## src/rtl/tmw_pkg.sv

```systemverilog
// package: register map, field layout and mode codes for the 8-bit waveform timer
package tmw_pkg;
	// ****************************************
	// register offsets (word addresses)
	// ****************************************
	localparam logic [3:0] ADDR_CTRL = 4'h0;
	localparam logic [3:0] ADDR_COUNT = 4'h1;
	localparam logic [3:0] ADDR_CMP_A = 4'h2;
	localparam logic [3:0] ADDR_CMP_B = 4'h3;
	localparam logic [3:0] ADDR_FLAGS = 4'h4;
	// ****************************************
	// control field positions
	// ****************************************
	localparam int CTRL_WGM_LO = 0;
	localparam int CTRL_CS_LO = 4;
	localparam int CTRL_ACT_B_LO = 8;
	localparam int CTRL_ACT_A_LO = 10;
	localparam int FLAG_OVF = 0;
	localparam int FLAG_MA = 1;
	localparam int FLAG_MB = 2;
	// ****************************************
	// reset values and mode codes
	// ****************************************
	localparam logic [31:0] CTRL_RESET = 32'h0000_0000;
	localparam logic [7:0] CNT_BOTTOM = 8'h00;
	localparam logic [7:0] CNT_MAX = 8'hFF;
	localparam logic [2:0] WGM_NORMAL = 3'h0;
	localparam logic [2:0] WGM_PC_FF = 3'h1;
	localparam logic [2:0] WGM_CTC = 3'h2;
	localparam logic [2:0] WGM_FAST_FF = 3'h3;
	localparam logic [2:0] WGM_PC_OCA = 3'h5;
	localparam logic [2:0] WGM_FAST_OCA = 3'h7;
	localparam logic [1:0] ACT_OFF = 2'h0;
	localparam logic [1:0] ACT_TOGGLE = 2'h1;
	localparam logic [1:0] ACT_CLEAR = 2'h2;
	localparam logic [1:0] ACT_SET = 2'h3;
	// prescale select: 0 stop, 1..5 = /1,/8,/64,/256,/1024
	localparam logic [2:0] CS_STOP = 3'h0;
	localparam logic [2:0] CS_DIV1 = 3'h1;
	localparam logic [2:0] CS_DIV8 = 3'h2;
	localparam logic [2:0] CS_DIV64 = 3'h3;
	localparam logic [2:0] CS_DIV256 = 3'h4;
	localparam logic [2:0] CS_DIV1024 = 3'h5;
	localparam logic [9:0] PRE_MASK8 = 10'h007;
	localparam logic [9:0] PRE_MASK64 = 10'h03F;
	localparam logic [9:0] PRE_MASK256 = 10'h0FF;
	localparam logic [9:0] PRE_MASK1024 = 10'h3FF;
endpackage : tmw_pkg

```

## src/rtl/tmw_timer.sv

```systemverilog
// design: 8-bit timer with normal, clear-on-match, fast and phase-correct waveform modes
`timescale 1ns/10ps
// Function
// - mode 0: count up, wrap FF to 00
// - normal mode: overflow flag set at zero
// - normal mode: counter writes accepted anytime
// - mode 2: clear counter on compare A
// - mode 2: match flag A at TOP
// - mode 2: compare A unbuffered, misses wrap
// - mode 2: action 1 toggles output A
// - prescale 1, 8, 64, 256, 1024
// - mode 2: overflow flag on MAX wrap
// - fast PWM single slope, TOP by mode
// - fast PWM clears cycle after TOP
// - fast PWM overflow flag at TOP
// - fast PWM clear/set on match, BOTTOM
// - PWM toggle A only with mode bit2
// - fast PWM extreme compare values
// - fast PWM compare always double buffered
// - phase correct up/down, TOP by mode
// - phase correct turns at TOP without holding
// - phase correct overflow flag at BOTTOM
// - phase correct: clear up, set down
// - phase correct extreme compare values
// - phase correct symmetry change at BOTTOM
// - match flag set next timer cycle
// - PWM compare updates at TOP
module tmw_timer import tmw_pkg::*; (
	// clock and reset
	input wire logic clk_sys,
	input wire logic rst_n,
	// register port
	input wire logic [3:0] reg_addr,
	input wire logic [31:0] reg_wdata,
	input wire logic reg_wr,
	input wire logic reg_rd,
	output logic [31:0] reg_rdata,
	// interrupt acknowledge pulses that auto-clear flags
	input wire logic ovf_ack,
	input wire logic match_a_ack,
	input wire logic match_b_ack,
	// waveform outputs
	output logic wave_out_a,
	output logic wave_out_b,
	output logic wave_en_a,
	output logic wave_en_b,
	output logic overflow_flag,
	output logic match_flag_a,
	output logic match_flag_b
);
	// ****************************************
	// reset release
	// ****************************************
	logic rst_s1_r, rst_s2_r;
	always_ff @(posedge clk_sys or negedge rst_n) begin
		if (!rst_n) begin
			rst_s1_r <= 1'b0;
			rst_s2_r <= 1'b0;
		end else begin
			rst_s1_r <= 1'b1;
			rst_s2_r <= rst_s1_r;
		end
	end
	wire logic rst_i_n = rst_s2_r;

	// ****************************************
	// control register
	// ****************************************
	logic [31:0] ctrl_r;
	logic [2:0] wave_gen_select;
	logic [2:0] clk_sel;
	logic [1:0] out_action_a, out_action_b;
	logic wave_gen_select_hi;
	assign wave_gen_select = ctrl_r[CTRL_WGM_LO +: 3];
	assign wave_gen_select_hi = wave_gen_select[2];
	assign clk_sel = ctrl_r[CTRL_CS_LO +: 3];
	assign out_action_a = ctrl_r[CTRL_ACT_A_LO +: 2];
	assign out_action_b = ctrl_r[CTRL_ACT_B_LO +: 2];

	wire logic wr_ctrl = reg_wr && reg_addr == ADDR_CTRL;
	wire logic wr_cnt = reg_wr && reg_addr == ADDR_COUNT;
	wire logic wr_cmpa = reg_wr && reg_addr == ADDR_CMP_A;
	wire logic wr_cmpb = reg_wr && reg_addr == ADDR_CMP_B;
	wire logic wr_flag = reg_wr && reg_addr == ADDR_FLAGS;

	always_ff @(posedge clk_sys or negedge rst_i_n) begin
		if (!rst_i_n) begin
			ctrl_r <= CTRL_RESET;
		end else if (wr_ctrl) begin
			ctrl_r <= {20'h00000, reg_wdata[11:0]} & 32'h0000_0F77;
		end
	end

	// ****************************************
	// prescaler
	// ****************************************
	logic [9:0] pre_r;
	logic tick;
	always_ff @(posedge clk_sys or negedge rst_i_n) begin
		if (!rst_i_n) begin
			pre_r <= 10'h000;
		end else if (clk_sel == CS_STOP) begin
			pre_r <= 10'h000;
		end else begin
			pre_r <= pre_r + 10'h001;
		end
	end
	always_comb begin
		case (clk_sel)
			CS_DIV1: tick = 1'b1;
			CS_DIV8: tick = (pre_r & PRE_MASK8) == PRE_MASK8;
			CS_DIV64: tick = (pre_r & PRE_MASK64) == PRE_MASK64;
			CS_DIV256: tick = (pre_r & PRE_MASK256) == PRE_MASK256;
			CS_DIV1024: tick = pre_r == PRE_MASK1024;
			default: tick = 1'b0;
		endcase
	end

	// ****************************************
	// mode decode and compare buffers
	// ****************************************
	logic is_pwm, is_fast, is_pc, is_ctc;
	assign is_fast = wave_gen_select[1:0] == WGM_FAST_FF[1:0];
	assign is_pc = wave_gen_select[1:0] == WGM_PC_FF[1:0];
	assign is_pwm = is_fast || is_pc;
	assign is_ctc = wave_gen_select == WGM_CTC;

	logic [7:0] count_value, compare_value_a, compare_value_b, buf_a_r, buf_b_r, top_val;
	logic cnt_down_r, blk_r;
	// mode 5/7 take compare A as TOP, all other PWM modes run to MAX
	assign top_val = (is_pwm && wave_gen_select_hi) ? compare_value_a : CNT_MAX;
	wire logic at_top = count_value == top_val;
	wire logic at_bot = count_value == CNT_BOTTOM;
	// active values load at TOP in both phase correct and fast PWM
	wire logic upd_pt = is_fast ? at_top : (at_top && !cnt_down_r);
	wire logic pwm_load = is_pwm && tick && upd_pt;

	always_ff @(posedge clk_sys or negedge rst_i_n) begin
		if (!rst_i_n) begin
			buf_a_r <= CNT_BOTTOM;
			buf_b_r <= CNT_BOTTOM;
		end else begin
			if (wr_cmpa) begin
				buf_a_r <= reg_wdata[7:0];
			end
			if (wr_cmpb) begin
				buf_b_r <= reg_wdata[7:0];
			end
		end
	end

	// non-PWM modes write the active value directly
	always_ff @(posedge clk_sys or negedge rst_i_n) begin
		if (!rst_i_n) begin
			compare_value_a <= CNT_BOTTOM;
			compare_value_b <= CNT_BOTTOM;
		end else if (!is_pwm) begin
			if (wr_cmpa) begin
				compare_value_a <= reg_wdata[7:0];
			end
			if (wr_cmpb) begin
				compare_value_b <= reg_wdata[7:0];
			end
		end else if (pwm_load) begin
			compare_value_a <= buf_a_r;
			compare_value_b <= buf_b_r;
		end
	end

	// ****************************************
	// counter
	// ****************************************
	wire logic match_a = count_value == compare_value_a && !blk_r;
	wire logic match_b = count_value == compare_value_b && !blk_r;

	// a counter write blocks matches in the following timer cycle
	always_ff @(posedge clk_sys or negedge rst_i_n) begin
		if (!rst_i_n) begin
			blk_r <= 1'b0;
		end else if (wr_cnt) begin
			blk_r <= 1'b1;
		end else if (tick) begin
			blk_r <= 1'b0;
		end
	end

	// software write overrides any count or clear
	always_ff @(posedge clk_sys or negedge rst_i_n) begin
		if (!rst_i_n) begin
			count_value <= CNT_BOTTOM;
		end else if (wr_cnt) begin
			count_value <= reg_wdata[7:0];
		end else if (tick) begin
			if (is_ctc && count_value == compare_value_a) begin
				count_value <= CNT_BOTTOM;
			end else if (is_fast && at_top) begin
				count_value <= CNT_BOTTOM;
			end else if (is_pc && cnt_down_r) begin
				count_value <= at_bot ? count_value + 8'h01 : count_value - 8'h01;
			end else if (is_pc && at_top) begin
				count_value <= count_value - 8'h01;
			end else begin
				count_value <= count_value + 8'h01;
			end
		end
	end

	// phase correct direction turns at TOP and BOTTOM
	always_ff @(posedge clk_sys or negedge rst_i_n) begin
		if (!rst_i_n) begin
			cnt_down_r <= 1'b0;
		end else if (!is_pc) begin
			cnt_down_r <= 1'b0;
		end else if (tick) begin
			if (at_top && !at_bot) begin
				cnt_down_r <= 1'b1;
			end else if (at_bot) begin
				cnt_down_r <= 1'b0;
			end
		end
	end

	// ****************************************
	// flags: hardware set wins over clear
	// ****************************************
	logic ovf_set;
	always_comb begin
		if (is_fast) begin
			ovf_set = tick && at_top;
		end else if (is_pc) begin
			ovf_set = tick && at_bot && cnt_down_r;
		end else begin
			ovf_set = tick && count_value == CNT_MAX && !(is_ctc && count_value == compare_value_a);
		end
	end
	logic ma_d_r, mb_d_r;
	always_ff @(posedge clk_sys or negedge rst_i_n) begin
		if (!rst_i_n) begin
			ma_d_r <= 1'b0;
			mb_d_r <= 1'b0;
		end else if (tick) begin
			ma_d_r <= match_a;
			mb_d_r <= match_b;
		end
	end
	// flag rises with the timer cycle after the match
	wire logic ma_set = tick && ma_d_r;
	wire logic mb_set = tick && mb_d_r;
	wire logic wc_ovf = wr_flag && reg_wdata[FLAG_OVF];
	wire logic wc_ma = wr_flag && reg_wdata[FLAG_MA];
	wire logic wc_mb = wr_flag && reg_wdata[FLAG_MB];
	always_ff @(posedge clk_sys or negedge rst_i_n) begin
		if (!rst_i_n) begin
			overflow_flag <= 1'b0;
			match_flag_a <= 1'b0;
			match_flag_b <= 1'b0;
		end else begin
			overflow_flag <= ovf_set | (overflow_flag & ~(ovf_ack | wc_ovf));
			match_flag_a <= ma_set | (match_flag_a & ~(match_a_ack | wc_ma));
			match_flag_b <= mb_set | (match_flag_b & ~(match_b_ack | wc_mb));
		end
	end

	// ****************************************
	// waveform generators
	// ****************************************
	function automatic logic wave_next(input logic cur, input logic [1:0] act, input logic tog_ok,
		input logic m, input logic [7:0] cmp, input logic [7:0] cnt, input logic dn, input logic tp,
		input logic bt);
		logic v;
		v = cur;
		if (!is_pwm) begin
			if (m) begin
				case (act)
					ACT_TOGGLE: v = ~cur;
					ACT_CLEAR: v = 1'b0;
					ACT_SET: v = 1'b1;
					default: v = cur;
				endcase
			end
		end else if (act == ACT_TOGGLE) begin
			if (tog_ok && m) begin
				v = ~cur;
			end
		end else if (act[1]) begin
			if (is_fast) begin
				// compare at TOP: match ignored, level taken at BOTTOM
				if (tp) begin
					v = ~act[0];
				end else if (m) begin
					v = act[0];
				end
			end else begin
				if (bt && dn) begin
					// symmetry around BOTTOM: compare at BOTTOM keeps the up-match level, else the down-match one
					v = (cmp == CNT_BOTTOM) ? act[0] : ~act[0];
				end else if (tp && cmp == cnt) begin
					v = ~act[0];
				end else if (m && !dn) begin
					v = act[0];
				end else if (m && dn) begin
					v = ~act[0];
				end
			end
		end
		return v;
	endfunction : wave_next

	always_ff @(posedge clk_sys or negedge rst_i_n) begin
		if (!rst_i_n) begin
			wave_out_a <= 1'b0;
			wave_out_b <= 1'b0;
		end else if (tick) begin
			wave_out_a <= wave_next(wave_out_a, out_action_a, wave_gen_select_hi, match_a, compare_value_a,
				count_value, cnt_down_r, at_top, at_bot);
			wave_out_b <= wave_next(wave_out_b, out_action_b, 1'b0, match_b, compare_value_b,
				count_value, cnt_down_r, at_top, at_bot);
		end
	end
	assign wave_en_a = out_action_a != ACT_OFF && !(is_pwm && out_action_a == ACT_TOGGLE && !wave_gen_select_hi);
	assign wave_en_b = out_action_b != ACT_OFF && !(is_pwm && out_action_b == ACT_TOGGLE);

	// ****************************************
	// read port
	// ****************************************
	always_ff @(posedge clk_sys or negedge rst_i_n) begin
		if (!rst_i_n) begin
			reg_rdata <= 32'h0000_0000;
		end else if (reg_rd) begin
			case (reg_addr)
				ADDR_CTRL: reg_rdata <= ctrl_r;
				ADDR_COUNT: reg_rdata <= {24'h000000, count_value};
				ADDR_CMP_A: reg_rdata <= {24'h000000, is_pwm ? buf_a_r : compare_value_a};
				ADDR_CMP_B: reg_rdata <= {24'h000000, is_pwm ? buf_b_r : compare_value_b};
				ADDR_FLAGS: reg_rdata <= {29'h0, match_flag_b, match_flag_a, overflow_flag};
				default: reg_rdata <= 32'h0000_0000;
			endcase
		end else begin
			reg_rdata <= 32'h0000_0000;
		end
	end
endmodule : tmw_timer

```

## config.mk

```make
export PLATFORM = sky130hd
export DESIGN_NAME = tmw_timer
export DESIGN_NICKNAME = d
export VERILOG_FILES = /design/src/rtl/tmw_pkg.sv /design/src/rtl/tmw_timer.sv
export SDC_FILE = /design/constraint.sdc
export NUM_CORES = 1
export LEC_CHECK = 0
export BUFFER_PORTS_ARGS = -buffer_cell sky130_fd_sc_hd__buf_4
export CAP_MARGIN = 5
export CORE_AREA = 3 3 109 122
export CTS_CLUSTER_DIAMETER = 150
export CTS_CLUSTER_SIZE = 24
export DETAILED_ROUTE_END_ITERATION = 10
export DIE_AREA = 0 0 112 125
export PLACE_DENSITY = 0.68
export SETUP_SLACK_MARGIN = 0.1
export SYNTH_ARGS = -nofsm -noshare
export SYNTH_HDL_FRONTEND = slang
export SYNTH_SLANG_ARGS = --single-unit
export TNS_END_PERCENT = 100
```

## constraint.sdc

```tcl
create_clock -name clk_sys -period 3.1 [get_ports clk_sys]
set_clock_uncertainty 0.15 [all_clocks]
set_input_delay 0.775 -clock clk_sys [delete_from_list [all_inputs] [get_ports clk_sys]]
set_output_delay 0.775 -clock clk_sys [all_outputs]
set_load 0.05 [all_outputs]
```

# Word-level counts from Yosys, hierarchy flattened
# Cells that the tools add are included.
# word_totals
ff_bits	103
out_inout_bits	39
elab_cells	199
# op_classes
addsub	3
eq_ne	39
muxes	56
n_bitwise	16
reduce_logical	66
# op_table
operator	n
$mux 8	16
$pmux 12 s5	1
$eq 8x8->1	5
$logic_and 1x1->1	39
$mux 1	34
$mux 32	1
$logic_not 8->1	3
$eq 8x8->1 const B	2
$reduce_and 7->1	2
$reduce_bool 2->1	7
$add 10x1->10 const B	1
$eq 10x10->1 const B	1
$eq 2x2->1 const B	5
$mux 10	1
$eq 3x2->1 const B	3
$eq 3x3->1 const B	3
$add 8x1->8 const B	1
$eq 4x2->1 const B	2
$ne 4x1->1 const B	2
$reduce_bool 4->1	2
$sub 8x1->8 const B	1
$logic_not 1->1	7
$ne 7x1->1 const B	1
$not 1->1	7
other kinds (18)	33

# Longest topological paths before layout
# logic_depth
word_depth	12
ltp_mapped	10
mapped_depth_nobuf	9

# Worst setup path after synthesis
# No wires, ideal clock.
# synth_path
kind	in2reg
startpoint	in reg_addr[2]
endpoint	reg count_value[3]
setup_ps	126
arrival_time_ps	2342
required_ps	2824
setup_slack_ps	482
path_stages	7
path_buffers	2
path_cell_list	buf_2 nor4b_4 and2_1 buf_1 nor2_1 a31o_1 a221o_1
# synth_via
elab_chain_len	3
# synth_rtl
element	line_no	source
start: declaration	tmw_timer.sv:33	input wire logic [3:0] reg_addr,
$eq 4x1->1 *	tmw_timer.sv:81	wire logic wr_cnt = reg_wr && reg_addr == ADDR_COUNT;
$logic_and 1x1->1 *	tmw_timer.sv:81	
$mux 8 or $reduce_bool 2->1 (tied branches)	n/a	
end signal: assignment	tmw_timer.sv:192	count_value <= reg_wdata[7:0];
end signal: assignment	tmw_timer.sv:199	count_value <= at_bot ? count_value + 8'h01 : count_value - 8'h01;
end signal: assignment	tmw_timer.sv:201	count_value <= count_value - 8'h01;
end: declaration	tmw_timer.sv:128	logic [7:0] count_value, compare_value_a, compare_value_b, buf_a_r, buf_b_r, top_val;
# Every way passes the cells marked *; elsewhere a longest branch is shown, timed or not.
# A chain may end at the register's enable or synchronous reset.

# Worst setup path in the final report
# layout_path
startpoint	reg ctrl_r[0]
endpoint	out wave_en_a
# layout_via
elab_chain_len	6
# layout_rtl
element	line_no	source
start: declaration	tmw_timer.sv:69	logic [31:0] ctrl_r;
start signal: assignment	tmw_timer.sv:90	ctrl_r <= {20'h00000, reg_wdata[11:0]} & 32'h0000_0F77;
$eq 2x2->1 or $eq 2x1->1 (tied branches)	tmw_timer.sv:123, tmw_timer.sv:124	
$logic_or 1x1->1 *	tmw_timer.sv:125	assign is_pwm = is_fast || is_pc;
$logic_and 1x1->1 * (2 in series)	tmw_timer.sv:320	assign wave_en_a = out_action_a != ACT_OFF && !(is_pwm && out_action_a == ACT_TOGGLE && !wave_gen_select_hi);
$logic_not 1->1 *	tmw_timer.sv:320	
$logic_and 1x1->1 *	tmw_timer.sv:320	
end: declaration	tmw_timer.sv:45	output logic wave_en_a,
# Marked as above.

==> impl_metrics.csv <==
group,metric,value,unit
timing,finalSetupTns,0,ps
global_routing,antenna_found_initial,0,
worst_setup_path,reg2reg_from,"count_value[4]",
finish,syn_to_final_growth,13.8,%
synth,yosysMostFrequentCell,"dfrtp_1",
synth,synthTopCellsByCount,"dfrtp_1, nand2_1, nor2_1, mux2_2, buf_4",
cts,cts_tree,"built",
worst_setup_path,crit_path_max_incr_delay,690,ps
worst_setup_path,cp-startpoint,"ctrl_r[0]",
timing,fin_crit,2770,ps
pwr,finalPower,3900,µW
status,outcome,"completed",
flow_run,cap_viol_max_count,0,
worst_setup_path,r2r-end,"count_value[6]",
die,rows,42,
worst_setup_path,worstSetupStartpointType,"register",
routing,antenna_left,0,
worst_setup_path,r2r_setup_slack,350,ps
worst_setup_path,end_kind,"primary output",
synth,syn_area,4820,µm²
cts,cts.sinks,83,
cts,cts_buffer_depth,2,
timing,max_freq,0.362,GHz
finish,n_antenna_cell,0,
worst_setup_path,critPathMaxFanout,13,
worst_setup_path,worstRegToRegCells,7,
synth,syn_inst,497,
worst_setup_path,critPathRequiredTime,2170,ps
pwr,powerDensity,711,nW/µm²
worst_setup_path,worstPathCellList,"inv_1, o21ai_0, nand2b_1, buf_4",
routing,drtPass1Iterations,5,
cts,cts_setup_buffers,0,
routing,drt-total-wl,13100,µm
die,die_area,14000,µm²
global_routing,grt_max_degree,82,
timing,hold_viol,0,
cts,clkTransAtPathRegs,70,ps
global_routing,grtUsageTotal,0.187,
die,die_w,112,µm
timing,grt_setup_unrepaired,"no",
synth,avgSynthCellArea,9.70,µm²
cts,cts_resized,0,
timing,relSlewSlack,0.312,
global_routing,grt_pass1_wl,21100,µm
routing,wl_per_cell,18.8,µm
synth,synth_cell_type_count,72,
synth,yosysWarnings,0,
pwr,vdd_drop_max,391,µV
timing,holdWs,62.0,ps
synth,synth_top_area_cell,"dfrtp_1",
synth,ys_seq_area_frac,0.431,
cts,clk_latency,330,ps
placement,placedCellCount,681,
placement,finalWeightedCongestion,0.923,
routing,via_per_inst,5.67,
die,io_pins,82,
cts,cts_buffers,9,
cts,htreeDepth,3,
placement,dpl.hpwl,9580,µm
synth,yosys.area.top_type_share,0.431,
cts,cts_root_buf,"clkbuf_16",
placement,port_buffers,41,
synth,ys.flop_type,"dfrtp_1",
routing,drtIter0Drc,254,
min_path,hold_class,"in -> async",
finish,nets,586,
pwr,leakage,0.00237,µW
synth,async_flop_share,1.00,
die,start_util,0.401,
synth,ys_top_cells_by_area,"dfrtp_1, mux2_2, nand2_1",
worst_setup_path,crit_type,"reg -> out",
global_routing,grt_pass1_vias,3997,
die,die_h,125,µm
finish,layout-drive-gt1-share,0.227,
timing,finalSetupViolations,0,
worst_setup_path,arrival,1840,ps
timing,finalCritPeriodShare,0.892,
synth,ys_ff_latch,83,
synth,synth_edf_count,0,
routing,drc_errors,0,
worst_setup_path,critPathSlowestCell,"dfrtp_1",
finish,fin_cells,697,
cts,ctsHoldBuffers,0,
routing,vias,3955,
timing,worst_pin_slew,1030,ps
global_routing,grt_overflow,0,
timing,drv_slew,0,
die,fp.coreArea,12000,µm²
==> layer usage <==
metal / vias to the layer above / share of wire / wire length [µm] / global-route usage
met4: 0 / 0.022 / 284 / 0.0693
met5: - / 0 / 0 / 0
met3: 23 / 0.062 / 810 / 0.0474
met2: 131 / 0.50 / 6540 / 0.315
li1: 1850 / - / - / -
met1: 1951 / 0.42 / 5460 / 0.232
==> logic make-up (layout without fill, tap and decap cells) <==
logic type | count (synthesis) | after routing | share of synthesized area
fa+ha+maj | 5 | 5 | 0.0130
simple gates | 168 | 168 | 0.175
compound gates | 126 | 126 | 0.193
mux | 32 | 32 | 0.0745
xor+xnor | 20 | 20 | 0.0363
other cells | 2 | 21 | 0.00156
flops | 83 | 83 | 0.431
buf+inv | 61 | 88 | 0.0765
==> metrics by stage <==
stage,utilization,area [µm²],worst slack (ps)
after floorplan,-,4890,467
after global placement,0.431,5190,449
after detailed placement,0.431,5190,441
after CTS,0.456,5490,329
after global routing,0.456,5490,115
final,0.456,5490,334
==> report_power, final <==
part	internal [µW]	leakage, µW	switching [µW]
registers	1300	0.00104	381
logic	472	0.00118	671
clock network	631	0.000148	445
total	2410	0.00237	1500
==> area by class of cell <==
class / instances / area [µm²]
sequential: 83 / 2080
clock buffer: 9 / 225
multi-input combinational: 372 / 2450
timing repair buffer: 52 / 390
fill: 1121 / 6550
inverter: 20 / 75.1
tap: 154 / 193
clock inverter: 7 / 76.3
==> cells in the final DEF (no fill, tap or decap), types with 5 or more instances in the layout <==
master / Yosys / routed
a31oi_1: 21 / 21
clkbuf_16: 0 / 9
inv_1: 20 / 20
ha_1: 5 / 5
o21ai_0: 24 / 24
xor2_1: 16 / 16
nand3_1: 12 / 12
nand2_1: 57 / 57
o211ai_1: 6 / 6
dfrtp_1: 83 / 82
a21boi_0: 7 / 7
mux2_2: 31 / 31
and3_1: 9 / 9
nor4_1: 5 / 5
nand4_1: 9 / 9
buf_4: 25 / 52
a221oi_1: 5 / 5
o2111ai_1: 7 / 7
conb_1: 2 / 21
a21oi_1: 14 / 14
nor2_1: 46 / 46
==> critical path: cells and delay by family, from the launching register on <==
kind	cells	cell delay, ps
compound gates	1	220
flops	1	690
simple gates	1	100
buf+inv	2	500
==> registers in the layout, indices dropped and copies added, names as in the netlist <==
| signal | flops |
|---|---|
| reg_rdata | 12 |
| compare_value_b | 8 |
| compare_value_a | 8 |
| rst_i_n | 1 |
| buf_b_r | 8 |
| buf_a_r | 8 |
| cnt_down_r | 1 |
| blk_r | 1 |
| wave_out_a | 1 |
| count_value | 8 |
| ma_d_r | 1 |
| overflow_flag | 1 |
| pre_r | 10 |
| ctrl_r | 10 |
| match_flag_b | 1 |
| wave_out_b | 1 |
| rst_s1_r | 1 |
| mb_d_r | 1 |
| match_flag_a | 1 |
==> worst max-delay path by stage <==
| stage | slack [ps] | cells after the start | endpoint |
|---|---|---|---|
| floorplan | 470 | 0 | blk_r |
| global placement | 450 | 8 | wave_out_a |
| detailed placement | 440 | 7 | count_value[6] |
| CTS | 330 | 4 | wave_en_a |
| global route | 110 | 7 | count_value[6] |
| finish | 330 | 4 | wave_en_a |
Note: power is estimated with default switching activity, not from simulation.
